==> config.mk <==
export PLATFORM = sky130hd
export DESIGN_NAME = dagf_top
export DESIGN_NICKNAME = d
export VERILOG_FILES = /design/src/dagf_pkg.sv /design/src/dagf_tmr_if.sv /design/src/dagf_tick.sv /design/src/dagf_dly.sv /design/src/dagf_top.sv
export VERILOG_INCLUDE_DIRS = /design/src /design/src/src
export SDC_FILE = /design/constraint.sdc
export NUM_CORES = 1
export LEC_CHECK = 0
export BUFFER_PORTS_ARGS = -buffer_cell sky130_fd_sc_hd__buf_2
export CORE_MARGIN = 2
export CORE_UTILIZATION = 63
export CTS_BUF_LIST = sky130_fd_sc_hd__clkbuf_8
export CTS_CLUSTER_DIAMETER = 150
export CTS_CLUSTER_SIZE = 30
export DETAILED_ROUTE_END_ITERATION = 7
export GPL_ROUTABILITY_DRIVEN = 0
export HOLD_SLACK_MARGIN = 0.15
export PLACE_DENSITY = 0.81
export SYNTH_ARGS = -nofsm -noshare
export SYNTH_HDL_FRONTEND = slang
export SYNTH_HIERARCHICAL = 1
export SYNTH_SLANG_ARGS = --single-unit
==> constraint.sdc <==
create_clock -name clk_i -period 4.6 [get_ports clk_i]
set_input_delay 0.92 -clock clk_i [delete_from_list [all_inputs] [get_ports clk_i]]
set_output_delay 0.92 -clock clk_i [all_outputs]
set_load 0.05 [all_outputs]
==> src/dagf_map.svh <==
// Register offsets, field positions, reset values and timing counts of the dip and ground-fault block.
`ifndef DAGF_MAP_SVH
`define DAGF_MAP_SVH

// Word-aligned byte offsets on the register bus.
`define DAGF_OFS_CTRL 8'h00
`define DAGF_OFS_DIP 8'h04
`define DAGF_OFS_LVL 8'h08
`define DAGF_OFS_GF 8'h0c
`define DAGF_OFS_STAT 8'h10
`define DAGF_OFS_IRQ 8'h14
`define DAGF_OFS_MASK 8'h18

// Control register fields.
`define DAGF_CTRL_MODE_LSB 0
`define DAGF_CTRL_ARST_BIT 2
`define DAGF_CTRL_GFDET_BIT 3

// Dip mode encodings.
`define DAGF_MODE_OFF 2'h0
`define DAGF_MODE_ON 2'h1
`define DAGF_MODE_RCL 2'h2

// Reset values: mode off, restart off, ground fault after startup.
`define DAGF_RST_CTRL 4'h8
// Restart delay 0 s, window 0.5 s, dip duration 0.5 s.
`define DAGF_RST_DIP 24'h000505
// Dip level 70 %, restart level 90 %.
`define DAGF_RST_LVL 16'h465a
// Warn delay 0.5 s, warn level off, trip delay 0.5 s, trip level off.
`define DAGF_RST_GF 32'h05ff05ff

// Level value that switches a ground-fault comparison off.
`define DAGF_LVL_OFF 8'hff

// Interrupt status bit positions.
`define DAGF_IRQ_DIPTRIP 0
`define DAGF_IRQ_RESTART 1
`define DAGF_IRQ_GFTRIP 2
`define DAGF_IRQ_GFWARN 3

// Timebase: one tick every 100 ms on a 5 ns clock.
`define DAGF_TICK_MS 100
`define DAGF_CLK_NS 5
`define DAGF_TICK_CYCLES ((`DAGF_TICK_MS * 1000000) / `DAGF_CLK_NS)
// Ticks per second of restart delay.
`define DAGF_TICKS_PER_S 12'h00a

`endif

==> src/dagf_pkg.sv <==
// Types shared by the dip and ground-fault protection modules.
package dagf_pkg;

  // Dip supervision states, one-hot.
  typedef enum logic [2:0] {
    DAGF_NORM = 3'b001,
    DAGF_DIP = 3'b010,
    DAGF_DELAY = 3'b100
  } dagf_st_e;

  // Number of delay timers and their slots.
  localparam int DAGF_NTMR = 5;
  localparam int DAGF_T_DUR = 0;
  localparam int DAGF_T_WIN = 1;
  localparam int DAGF_T_RST = 2;
  localparam int DAGF_T_GFT = 3;
  localparam int DAGF_T_GFW = 4;

  // Whole state of the top module.
  typedef struct packed {
    logic [7:0] volt_s1;
    logic [7:0] volt_s2;
    logic [7:0] curr_s1;
    logic [7:0] curr_s2;
    logic start_s1;
    logic start_s2;
    dagf_st_e st;
    logic [3:0] ctrl;
    logic [23:0] dip;
    logic [15:0] lvl;
    logic [31:0] gf;
    logic [3:0] irq;
    logic [3:0] mask;
    logic ack;
    logic [31:0] rdat;
    logic dip_trip;
    logic restart;
    logic gf_trip;
    logic gf_warn;
    logic irq_out;
  } dagf_top_s;

endpackage

==> src/dagf_tmr_if.sv <==
// Link between the protection core and one of its delay timers.
`timescale 1ns/1ps
`default_nettype none
interface dagf_tmr_if;
  // Condition to time, continuously true while counting.
  logic cond;
  // Timebase tick, one cycle every 0.1 s.
  logic tick;
  // Delay in ticks.
  logic [11:0] limit;
  // High while the condition has lasted the delay.
  logic done;
  modport ctl (output cond, output tick, output limit, input done);
  modport tmr (input cond, input tick, input limit, output done);
endinterface // dagf_tmr_if
`default_nettype wire

==> src/dagf_tick.sv <==
// Prescaler that makes the 0.1 s timebase tick.
`timescale 1ns/1ps
`default_nettype none
`include "dagf_map.svh"
module dagf_tick #(
  parameter int CYCLES = `DAGF_TICK_CYCLES
) (
  // Clock and reset.
  input wire logic clk_i,
  input wire logic rst_i,
  // One-cycle tick.
  output logic tick_o
);
  // State: cycle counter and registered tick.
  typedef struct packed {
    logic [31:0] cnt;
    logic tick;
  } dagf_tick_s;
  dagf_tick_s r_ff;
  dagf_tick_s nxt_r;

  // Count up to the period and pulse once on wrap.
  always_comb begin
    nxt_r = r_ff;
    nxt_r.tick = 1'b0;
    if (r_ff.cnt >= 32'(CYCLES - 1)) begin
      nxt_r.cnt = 32'h0;
      nxt_r.tick = 1'b1;
    end else begin
      nxt_r.cnt = r_ff.cnt + 32'h1;
    end
  end

  // Register the state.
  always_ff @(posedge clk_i) begin
    if (rst_i) begin
      r_ff <= '0;
    end else begin
      r_ff <= nxt_r;
    end
  end

  assign tick_o = r_ff.tick;
endmodule // dagf_tick
`default_nettype wire

==> src/dagf_dly.sv <==
// Delay timer that reports once a condition has held for a number of ticks.
`timescale 1ns/1ps
`default_nettype none
module dagf_dly (
  // Clock and reset.
  input wire logic clk_i,
  input wire logic rst_i,
  // Timer link.
  dagf_tmr_if.tmr bus
);
  // State: elapsed ticks, saturating at the limit.
  typedef struct packed {
    logic [11:0] cnt;
  } dagf_dly_s;
  dagf_dly_s r_ff;
  dagf_dly_s nxt_r;

  // Count only while the condition holds; any gap starts from zero again.
  always_comb begin
    nxt_r = r_ff;
    if (!bus.cond) begin
      nxt_r.cnt = 12'h0;
    end else if (bus.tick && (r_ff.cnt < bus.limit)) begin
      nxt_r.cnt = r_ff.cnt + 12'h1;
    end
  end

  // Register the state.
  always_ff @(posedge clk_i) begin
    if (rst_i) begin
      r_ff <= '0;
    end else begin
      r_ff <= nxt_r;
    end
  end

  // A zero limit reports at once, so a zero delay means no delay.
  assign bus.done = bus.cond && (r_ff.cnt >= bus.limit);
endmodule // dagf_dly
`default_nettype wire

==> src/dagf_top.sv <==
// Voltage-dip supervision with autorestart and ground-fault supervision, Wishbone slave.
//
// The register offsets and the Wishbone interface to the registers were chosen for this implementation.
`timescale 1ns/1ps
`default_nettype none
`include "dagf_map.svh"
// Overview of the timing through this block, for whoever integrates it.
// Every measurement passes two flip-flops before the comparators see it.
// The protection outputs are registered once more behind the comparators.
// So a change at a measurement pin shows at a ground-fault output three edges later, and at a dip output four edges later.
// All delays are whole timebase ticks, so a delay of n ticks can finish
// anywhere between n-1 and n tick periods after its condition becomes true.
// This uncertainty is one tick period; it was traded for a single shared
// prescaler instead of one full-rate counter per timer.
// The dip sequencer has three states: normal, dip and restart delay.
// The restart window and the dip duration are timed by two timers that both
// run only in the dip state, so leaving the dip state clears them at once.
// The restart delay timer runs only in the restart delay state.
// The ground-fault timers run on their own conditions and ignore the
// dip sequencer entirely.
// Trips and warnings are not latched here; a trip that clears on its own
// leaves its trace only in the sticky interrupt status register.
// Software that needs a latched trip must read and clear that register.
// The bus answers every request after exactly one cycle, at any address.
module dagf_top #(
  parameter int TICK_CYCLES = `DAGF_TICK_CYCLES
) (
  // Clock and reset.
  input wire logic clk_i,
  input wire logic rst_i,
  // Wishbone classic slave.
  input wire logic wb_cyc_i,
  input wire logic wb_stb_i,
  input wire logic wb_we_i,
  input wire logic [7:0] wb_adr_i,
  input wire logic [3:0] wb_sel_i,
  input wire logic [31:0] wb_dat_i,
  output logic [31:0] wb_dat_o,
  output logic wb_ack_o,
  // Measurement front end, percent of nominal.
  input wire logic [7:0] line_volt_pct_i,
  input wire logic [7:0] gf_curr_pct_i,
  input wire logic startup_done_i,
  // Protection outputs to motor control.
  output logic dip_trip_o,
  output logic restart_o,
  output logic gf_trip_o,
  output logic gf_warn_o,
  // Interrupt.
  output logic irq_o
);
  // Registered state and its next value.
  dagf_pkg::dagf_top_s r_ff;
  dagf_pkg::dagf_top_s nxt_r;
  // Timebase tick.
  logic tick;
  // Timer links.
  dagf_tmr_if tif[dagf_pkg::DAGF_NTMR] ();

  // Timebase shared by all timers.
  dagf_tick #(
    .CYCLES(TICK_CYCLES)
  ) u_tick (
    .clk_i(clk_i),
    .rst_i(rst_i),
    .tick_o(tick)
  );

  // One identical timer per delay.
  genvar g;
  generate
    for (g = 0; g < dagf_pkg::DAGF_NTMR; g++) begin : g_tmr
      assign tif[g].tick = tick;
      dagf_dly u_dly (
        .clk_i(clk_i),
        .rst_i(rst_i),
        .bus(tif[g])
      );
    end
  endgenerate

  // Configuration fields pulled out of the registers.
  logic [1:0] mode;
  logic arst_en;
  logic gf_after_start;
  logic [7:0] dur_t;
  logic [7:0] win_t;
  logic [7:0] rdly_s;
  logic [7:0] rst_lvl;
  logic [7:0] dip_lvl;
  logic [7:0] gft_lvl;
  logic [7:0] gft_dly;
  logic [7:0] gfw_lvl;
  logic [7:0] gfw_dly;
  assign mode = r_ff.ctrl[`DAGF_CTRL_MODE_LSB +: 2];
  assign arst_en = r_ff.ctrl[`DAGF_CTRL_ARST_BIT];
  assign gf_after_start = r_ff.ctrl[`DAGF_CTRL_GFDET_BIT];
  assign dur_t = r_ff.dip[7:0];
  assign win_t = r_ff.dip[15:8];
  assign rdly_s = r_ff.dip[23:16];
  assign rst_lvl = r_ff.lvl[7:0];
  assign dip_lvl = r_ff.lvl[15:8];
  assign gft_lvl = r_ff.gf[7:0];
  assign gft_dly = r_ff.gf[15:8];
  assign gfw_lvl = r_ff.gf[23:16];
  assign gfw_dly = r_ff.gf[31:24];

  // Timer conditions and limits.
  logic gf_active;
  logic gft_cond;
  logic gfw_cond;
  assign gf_active = !gf_after_start || r_ff.start_s2;
  assign gft_cond = gf_active && (gft_lvl != `DAGF_LVL_OFF) && (r_ff.curr_s2 > gft_lvl);
  assign gfw_cond = gf_active && (gfw_lvl != `DAGF_LVL_OFF) && (r_ff.curr_s2 > gfw_lvl);

  assign tif[dagf_pkg::DAGF_T_DUR].cond = (r_ff.st == dagf_pkg::DAGF_DIP);
  assign tif[dagf_pkg::DAGF_T_DUR].limit = {4'h0, dur_t};
  assign tif[dagf_pkg::DAGF_T_WIN].cond = (r_ff.st == dagf_pkg::DAGF_DIP);
  assign tif[dagf_pkg::DAGF_T_WIN].limit = {4'h0, win_t};
  assign tif[dagf_pkg::DAGF_T_RST].cond = (r_ff.st == dagf_pkg::DAGF_DELAY);
  assign tif[dagf_pkg::DAGF_T_RST].limit = 12'({4'h0, rdly_s} * `DAGF_TICKS_PER_S);
  assign tif[dagf_pkg::DAGF_T_GFT].cond = gft_cond;
  assign tif[dagf_pkg::DAGF_T_GFT].limit = {4'h0, gft_dly};
  assign tif[dagf_pkg::DAGF_T_GFW].cond = gfw_cond;
  assign tif[dagf_pkg::DAGF_T_GFW].limit = {4'h0, gfw_dly};

  // Byte-lane merge of a write into a register word.
  function automatic logic [31:0] lane_merge(input logic [31:0] old_v,
                                             input logic [31:0] new_v,
                                             input logic [3:0] sel);
    logic [31:0] res;
    res = old_v;
    for (int b = 0; b < 4; b++) begin
      if (sel[b]) begin
        res[8*b +: 8] = new_v[8*b +: 8];
      end
    end
    return res;
  endfunction

  // Bus decode helpers.
  logic bus_wr;
  logic [31:0] wr_ctrl;
  logic [31:0] wr_dip;
  logic [31:0] wr_lvl;
  logic [31:0] wr_gf;
  logic [31:0] wr_mask;
  logic [31:0] w1c;
  logic [3:0] ev;
  // A write lands in the cycle its acknowledge is shown.
  assign bus_wr = wb_cyc_i && wb_stb_i && wb_we_i && r_ff.ack;
  assign wr_ctrl = lane_merge({28'h0, r_ff.ctrl}, wb_dat_i, wb_sel_i);
  assign wr_dip = lane_merge({8'h0, r_ff.dip}, wb_dat_i, wb_sel_i);
  assign wr_lvl = lane_merge({16'h0, r_ff.lvl}, wb_dat_i, wb_sel_i);
  assign wr_gf = lane_merge(r_ff.gf, wb_dat_i, wb_sel_i);
  assign wr_mask = lane_merge({28'h0, r_ff.mask}, wb_dat_i, wb_sel_i);
  assign w1c = lane_merge(32'h0, wb_dat_i, wb_sel_i);

  // Next-state logic for synchronisers, dip sequencer, outputs and registers.
  always_comb begin
    nxt_r = r_ff;
    ev = 4'h0;
    // Measurements come from another domain: two flops before use.
    nxt_r.volt_s1 = line_volt_pct_i;
    nxt_r.volt_s2 = r_ff.volt_s1;
    nxt_r.curr_s1 = gf_curr_pct_i;
    nxt_r.curr_s2 = r_ff.curr_s1;
    nxt_r.start_s1 = startup_done_i;
    nxt_r.start_s2 = r_ff.start_s1;
    nxt_r.restart = 1'b0;

    // Dip sequencer.
    case (r_ff.st)
      dagf_pkg::DAGF_NORM: begin
        if ((mode != `DAGF_MODE_OFF) && (r_ff.volt_s2 < dip_lvl)) begin
          nxt_r.st = dagf_pkg::DAGF_DIP;
        end
      end
      dagf_pkg::DAGF_DIP: begin
        if (mode == `DAGF_MODE_OFF) begin
          nxt_r.st = dagf_pkg::DAGF_NORM;
        end else if (r_ff.volt_s2 >= rst_lvl) begin
          if (arst_en && !tif[dagf_pkg::DAGF_T_WIN].done) begin
            nxt_r.st = dagf_pkg::DAGF_DELAY;
          end else begin
            nxt_r.st = dagf_pkg::DAGF_NORM;
          end
        end
      end
      dagf_pkg::DAGF_DELAY: begin
        if ((mode == `DAGF_MODE_OFF) || !arst_en) begin
          nxt_r.st = dagf_pkg::DAGF_NORM;
        end else if (r_ff.volt_s2 < dip_lvl) begin
          // rapid-cycle lockout drops the restart; plain mode rearms the dip.
          nxt_r.st = (mode == `DAGF_MODE_RCL) ? dagf_pkg::DAGF_NORM : dagf_pkg::DAGF_DIP;
        end else if (tif[dagf_pkg::DAGF_T_RST].done) begin
          nxt_r.restart = 1'b1;
          nxt_r.st = dagf_pkg::DAGF_NORM;
        end
      end
      default: begin
        nxt_r.st = dagf_pkg::DAGF_NORM;
      end
    endcase

    nxt_r.dip_trip = tif[dagf_pkg::DAGF_T_DUR].done;
    nxt_r.gf_trip = tif[dagf_pkg::DAGF_T_GFT].done;
    nxt_r.gf_warn = tif[dagf_pkg::DAGF_T_GFW].done;

    // Events are the rising edges of the outputs.
    ev[`DAGF_IRQ_DIPTRIP] = nxt_r.dip_trip && !r_ff.dip_trip;
    ev[`DAGF_IRQ_RESTART] = nxt_r.restart;
    ev[`DAGF_IRQ_GFTRIP] = nxt_r.gf_trip && !r_ff.gf_trip;
    ev[`DAGF_IRQ_GFWARN] = nxt_r.gf_warn && !r_ff.gf_warn;

    // Bus: one-cycle acknowledge, dropped in the cycle after.
    nxt_r.ack = wb_cyc_i && wb_stb_i && !r_ff.ack;
    nxt_r.rdat = 32'h0;
    if (wb_cyc_i && wb_stb_i && !r_ff.ack) begin
      case (wb_adr_i)
        `DAGF_OFS_CTRL: nxt_r.rdat = {28'h0, r_ff.ctrl};
        `DAGF_OFS_DIP: nxt_r.rdat = {8'h0, r_ff.dip};
        `DAGF_OFS_LVL: nxt_r.rdat = {16'h0, r_ff.lvl};
        `DAGF_OFS_GF: nxt_r.rdat = r_ff.gf;
        `DAGF_OFS_STAT: begin
          nxt_r.rdat = {r_ff.curr_s2, r_ff.volt_s2, 5'h0, r_ff.st, r_ff.start_s2,
                        gf_active, r_ff.gf_warn, r_ff.gf_trip, 1'b0, r_ff.dip_trip,
                        2'h0};
        end
        `DAGF_OFS_IRQ: nxt_r.rdat = {28'h0, r_ff.irq};
        `DAGF_OFS_MASK: nxt_r.rdat = {28'h0, r_ff.mask};
        // Unmapped words read as zero and ignore writes.
        default: nxt_r.rdat = 32'h0;
      endcase
    end

    // Register writes.
    if (bus_wr) begin
      case (wb_adr_i)
        `DAGF_OFS_CTRL: nxt_r.ctrl = wr_ctrl[3:0];
        `DAGF_OFS_DIP: nxt_r.dip = wr_dip[23:0];
        `DAGF_OFS_LVL: nxt_r.lvl = wr_lvl[15:0];
        `DAGF_OFS_GF: nxt_r.gf = wr_gf;
        `DAGF_OFS_MASK: nxt_r.mask = wr_mask[3:0];
        default: nxt_r.ctrl = r_ff.ctrl;
      endcase
    end

    // Sticky status: a set in the clearing cycle wins over the clear.
    if (bus_wr && (wb_adr_i == `DAGF_OFS_IRQ)) begin
      nxt_r.irq = (r_ff.irq & ~w1c[3:0]) | ev;
    end else begin
      nxt_r.irq = r_ff.irq | ev;
    end
    nxt_r.irq_out = |(nxt_r.irq & nxt_r.mask);
  end

  // Register all state; reset loads the documented defaults.
  always_ff @(posedge clk_i) begin
    if (rst_i) begin
      r_ff <= '0;
      r_ff.st <= dagf_pkg::DAGF_NORM;
      r_ff.ctrl <= `DAGF_RST_CTRL;
      r_ff.dip <= `DAGF_RST_DIP;
      r_ff.lvl <= `DAGF_RST_LVL;
      r_ff.gf <= `DAGF_RST_GF;
    end else begin
      r_ff <= nxt_r;
    end
  end

  // Outputs straight from flops.
  assign wb_dat_o = r_ff.rdat;
  assign wb_ack_o = r_ff.ack;
  assign dip_trip_o = r_ff.dip_trip;
  assign restart_o = r_ff.restart;
  assign gf_trip_o = r_ff.gf_trip;
  assign gf_warn_o = r_ff.gf_warn;
  assign irq_o = r_ff.irq_out;
endmodule // dagf_top
`default_nettype wire

# Word-level counts from Yosys, hierarchy flattened
# Cells that the tools add are included.
totals:
  ff_bits: 252
op_classes:
  reduce_logical: 54
  mux: 20
  n_bitwise: 10
  n_lt_le_gt_ge: 15
  addsub: 6
  eq_ne: 15
  n_mul: 1
ops:
  columns: ["operator", "n"]
  rows:
  - ["32-bit case mux with 7 select lines", 1]
  - ["12-bit by 1-bit adder with 12-bit output, second input constant", 5]
  - ["12-bit by 8-bit greater-or-equal comparator with 1-bit output", 4]
  - ["12-bit by 8-bit < comparator with 1-bit output", 4]
  - ["3-bit AND reduction", 11]
  - ["32-bit by 1-bit adder with 32-bit output, second input constant", 1]
  - ["32-bit by 25-bit greater-or-equal comparator with 1-bit output, second input constant", 1]
  - ["8-bit by 5-bit equality test with 1-bit output, second input constant", 3]
  - ["1-bit logical AND", 24]
  - ["3-bit two-way mux", 7]
  - ["4-bit two-way mux", 5]
  - ["8-bit by 4-bit equality test with 1-bit output, second input constant", 2]
  - ["8-bit > comparator", 2]
  - ["8-bit != test, second input constant", 2]
  - ["12-bit greater-or-equal comparator", 1]
  - ["12-bit < comparator", 1]
  - ["2-bit OR reduction", 6]
  - ["8-bit by 3-bit multiplier with 11-bit output, second input constant", 1]
  - ["3-bit case mux with 3 select lines", 1]
  - ["4-bit AND", 2]
  - ["8-bit by 3-bit equality test with 1-bit output, second input constant", 1]
  - ["8-bit greater-or-equal comparator", 1]
  - ["8-bit logical NOT", 1]
  - ["8-bit < comparator", 1]
  - ["other kinds (17)", 33]

# Depth between registers and ports, before layout
logic_depth:
  depth_word: 11
  mapped_depth: 20
  mapped_depth_nobuf: 18

# Modules after synthesis
# The synthesis kept the hierarchy.
by_module_without_submodules:
  columns: ["module", "area_per_inst_um2", "instances", "cells_each"]
  rows:
  - ["dagf_top", 7096.8, 1, 769]
  - ["dagf_dly", 969.7, 5, 116]
  - ["dagf_tick", 1445.1, 1, 151]

# Worst setup path before layout
# Ideal clock, no wire load.
synth_timing:
  path_kind: "flip-flop to flip-flop"
  start: "register r_ff[111] (netlist name)"
  end: "register r_ff[122] (netlist name)"
  arrival_time_ps: 3928
  path_buffers: 2
  required_time_ps: 4478
  setup_slack_ps: 550
  path_stages_with_launch: 19
  cell_sequence: "dfxtp_1 ha_1 ha_1 fa_1 a21oi_1 nor2_1 nor2_1 o21bai_1 a21oi_1 xnor2_1 inv_1 ha_1 nand4_1 o221ai_2 buf_6 clkbuf_1 o31a_1 or4_1 a311o_1"
synth_between:
  elab_chain_cells: 5
synth_rtl:
  columns: ["item", "line_no", "rtl"]
  rows:
  - ["from (decl)", "dagf_top.sv:53", "dagf_pkg::dagf_top_s r_ff;"]
  - ["from (signal assigned)", "dagf_top.sv:268", "r_ff <= nxt_r;"]
  - ["8-bit by 3-bit multiplier with 11-bit output (no source line)", null, null]
  - ["via tif[2].limit[10]", "dagf_tmr_if.sv:10", "logic [11:0] limit;"]
  - ["12-bit greater-or-equal comparator", "dagf_dly.sv:38", "assign bus.done = bus.cond && (r_ff.cnt >= bus.limit);"]
  - ["1-bit logical AND", "dagf_dly.sv:38", null]
  - ["via tif[2].done", "dagf_tmr_if.sv:12", "logic done;"]
  - ["4-bit != test (no source line)", null, null]
  - ["3-bit AND reduction (no source line)", null, null]
# The timed path passes the listed nets, and every way through them passes these cells.
# A chain may end at the register's enable or synchronous reset.

# Final worst setup path
layout_timing:
  start: "register r_ff[113] (netlist name)"
  end: "register r_ff[122] (netlist name)"
# Same word-level chain as after synthesis.

==> out/results.txt <==
outcome - finished, final reports clean
ANT cells - 0
r2r setup slk - 0.52 ns
Cell Area, Synth - 0.0134 mm2
Netlist cell types - 71
Hold Crit Class - reg2reg
Crit Path Class - reg2reg
r2r endpoint - r_ff[122]
Yosys top cell area share - 37.7%
#FFs+latches synth - 252
CP startpoint kind - register
clk slew on worst S/H paths - 0.18 ns
CTS Buffer Depth - 3
Core Rows - 53
worst-path fanout max - 4
Max-Cap Viols - 0
# hold bufs at CTS - 0
Ports - 104
asr flop ratio synth - 0%
final worst-path cycle share - 88.6%
Slew headroom - 31.8%
core area - 0.0210 mm2
CP Capture Point - r_ff[122]
DRT iter0 DRCs - 803
clk_lat worst skew - 0.56 ns
initial antenna violation count - 0
drt pass-1 iters - 6
vias in the first global route - 10,500
Setup Fix Bufs, Post-CTS - 0
utilization after layout - 67.0%
Fmax - 245 MHz
PwrDens - 237 mW/mm2
DP HPWL - 24,400 um
Total Routing Usage GR - 28.9%
Routed Antenna Nets - 0
# fillers - 1,775
Placed Cells incl. Taps - 1,814
fin cells - 1,828
starting density of the core - 63.9%
Synth Instances - 1,500
Ys Warns - 6
Pleak - 5.43 nW
RSZ-0062 raised after global routing - false
# H-tree levels - 1
most frequent cells in the layout - dfxtp_1, nand2_1, inv_1
Final Slew Violations - 0
CTS-repair resized insts - 0
WHS - 0.431 ns
largest net degree at the start of global routing - 43
slew at the pin closest to its max-slew limit - 1.02 ns
CTS root buffer - clkbuf_8
CP required - 5.08 ns
grt total ovfl - 0
CTS tree - yes
mean area per synthesized cell - 8.93 um2
area leader, netlist - dfxtp_1
synth top area cells - dfxtp_1, ha_1, mux2i_1, a21oi_1, nand2_1
buffers added on ports - 103
Synth Flop Type - dfxtp_1
Seq/Total Area, Yosys - 37.7%
min Tclk post-route - 4.08 ns
final wirelength - 32,700 um
Final Skew - 0.0380 ns
mean routed wirelength per cell - 17.9 um
final hold vios - 0
first-pass GRT wire length - 52,700 um
most common cell after layout, fill and taps aside - dfxtp_1
die area - 0.0224 mm2
layout cells sized above 1 - 11.1%
setup violators final - 0
DRC viols - 0
width of the die - 150 um
Post-synth EDFFs - 0
routed vias/inst - 6.20
vias post-DR - 11,300
DP Worst Slack - 0.585 ns
worst path arrival time - 4.55 ns
worst setup path start - r_ff[113]
crit end category - register
depth of the most critical reg-to-reg path - 17
NumNets Final - 1,729
post-route setup slack - 0.524 ns
Num CTS Buffers - 12
Area growth, synth to finish - 4.83%
clk sinks - 252
worst vdd ir - 0.186 mV
worst r2r src - r_ff[113]
die height - 150 um
final setup TNS - 0 ns
==> worst min path at each step <==
stage,endpoint,slack [ns],cells after the start,startpoint
4_1_cts,r_ff[143],0.44,1,nxt_r[143]
2_1_floorplan,r_ff[125],0.41,1,nxt_r[125]
3_3_place_gp,r_ff[131],0.42,1,nxt_r[131]
5_1_grt,r_ff[129],0.47,1,nxt_r[129]
6_report,r_ff[143],0.43,1,nxt_r[143]
3_5_place_dp,r_ff[130],0.42,1,nxt_r[130]
==> registers in the layout (all words and copies together), names as in the netlist, 2 cells and up <==
register and flops:
g_tmr.u_dly/r_ff 60, gfw_dly 8, wb_dat_o 32, dip_lvl 8, gft_lvl 8, u_tick/r_ff 32, nxt_r 17, gfw_lvl 8
gft_dly 8, r_ff 52, dur_t 8, mode 2
==> where the power goes <==
group          switching [W]  total, W  internal (W)
Clock               0.000684  0.000955      0.000271
Sequential         0.0000142   0.00222       0.00220
Combinational      0.0000975  0.000157     0.0000597
Total               0.000796   0.00333       0.00253
==> per-stage QoR <==
step                      total power, W  area, um2
after detailed placement         0.00242      13800
after global routing             0.00343      14000
after floorplan                  0.00234      13500
after global placement           0.00241      13800
after CTS                        0.00334      14000
final                            0.00333      14000
==> layout make-up <==
| class | instances | area, um2 | area share, % |
|---|---|---|---|
| multi-input cells | 1056 | 7400 | 52.7 |
| flip-flops and latches | 252 | 5040 | 35.9 |
| repair buffers | 117 | 623 | 4.44 |
| inverters | 114 | 428 | 3.05 |
| well taps | 275 | 344 | 2.45 |
| clock buffers | 13 | 179 | 1.27 |
| clock inverters | 1 | 20.0 | 0.143 |
==> worst max-delay path, stage by stage, from the launching register on <==
cell	delay [ns]
dfxtp_1	0.43
ha_1	0.26
ha_1	0.23
fa_1	0.42
a21oi_1	0.16
nor2_1	0.05
nor2_1	0.16
o21bai_1	0.09
a21oi_1	0.18
xnor2_1	0.14
inv_1	0.06
ha_1	0.28
nand4_1	0.13
or3b_1	0.17
nor2_1	0.06
o31a_1	0.35
or4_1	0.57
a311o_1	0.27
==> logic make-up after synthesis <==
group           after synthesis  share of synthesized area (%)
compound gates              332                           17.7
xor+xnor                     18                           1.18
fa+ha+maj                   110                           10.3
buf+inv                     214                           7.81
flops                       252                           37.7
mux                          53                           3.97
other cells                   2                         0.0561
simple gates                519                           21.3
==> per-layer routing <==
layer,GRT usage (%),up-vias,share of wire [%]
met3,4.09,44,7.7
li1,-,5511,-
met2,46.7,397,45
met1,41.2,5385,45
met4,6.23,0,1.6
met5,0,-,0
==> synth_stat cells (all sizes together) (29+ instances only) <==
cell type	instances
nand4	53
or4	40
nor2b	48
clkbuf	29
ha	109
buf	71
nor2	93
inv	113
mux2i	52
a21oi	96
nand3	34
a22oi	30
o31ai	49
dfxtp	252
nand2	121
(Power assumes the default switching activity.)
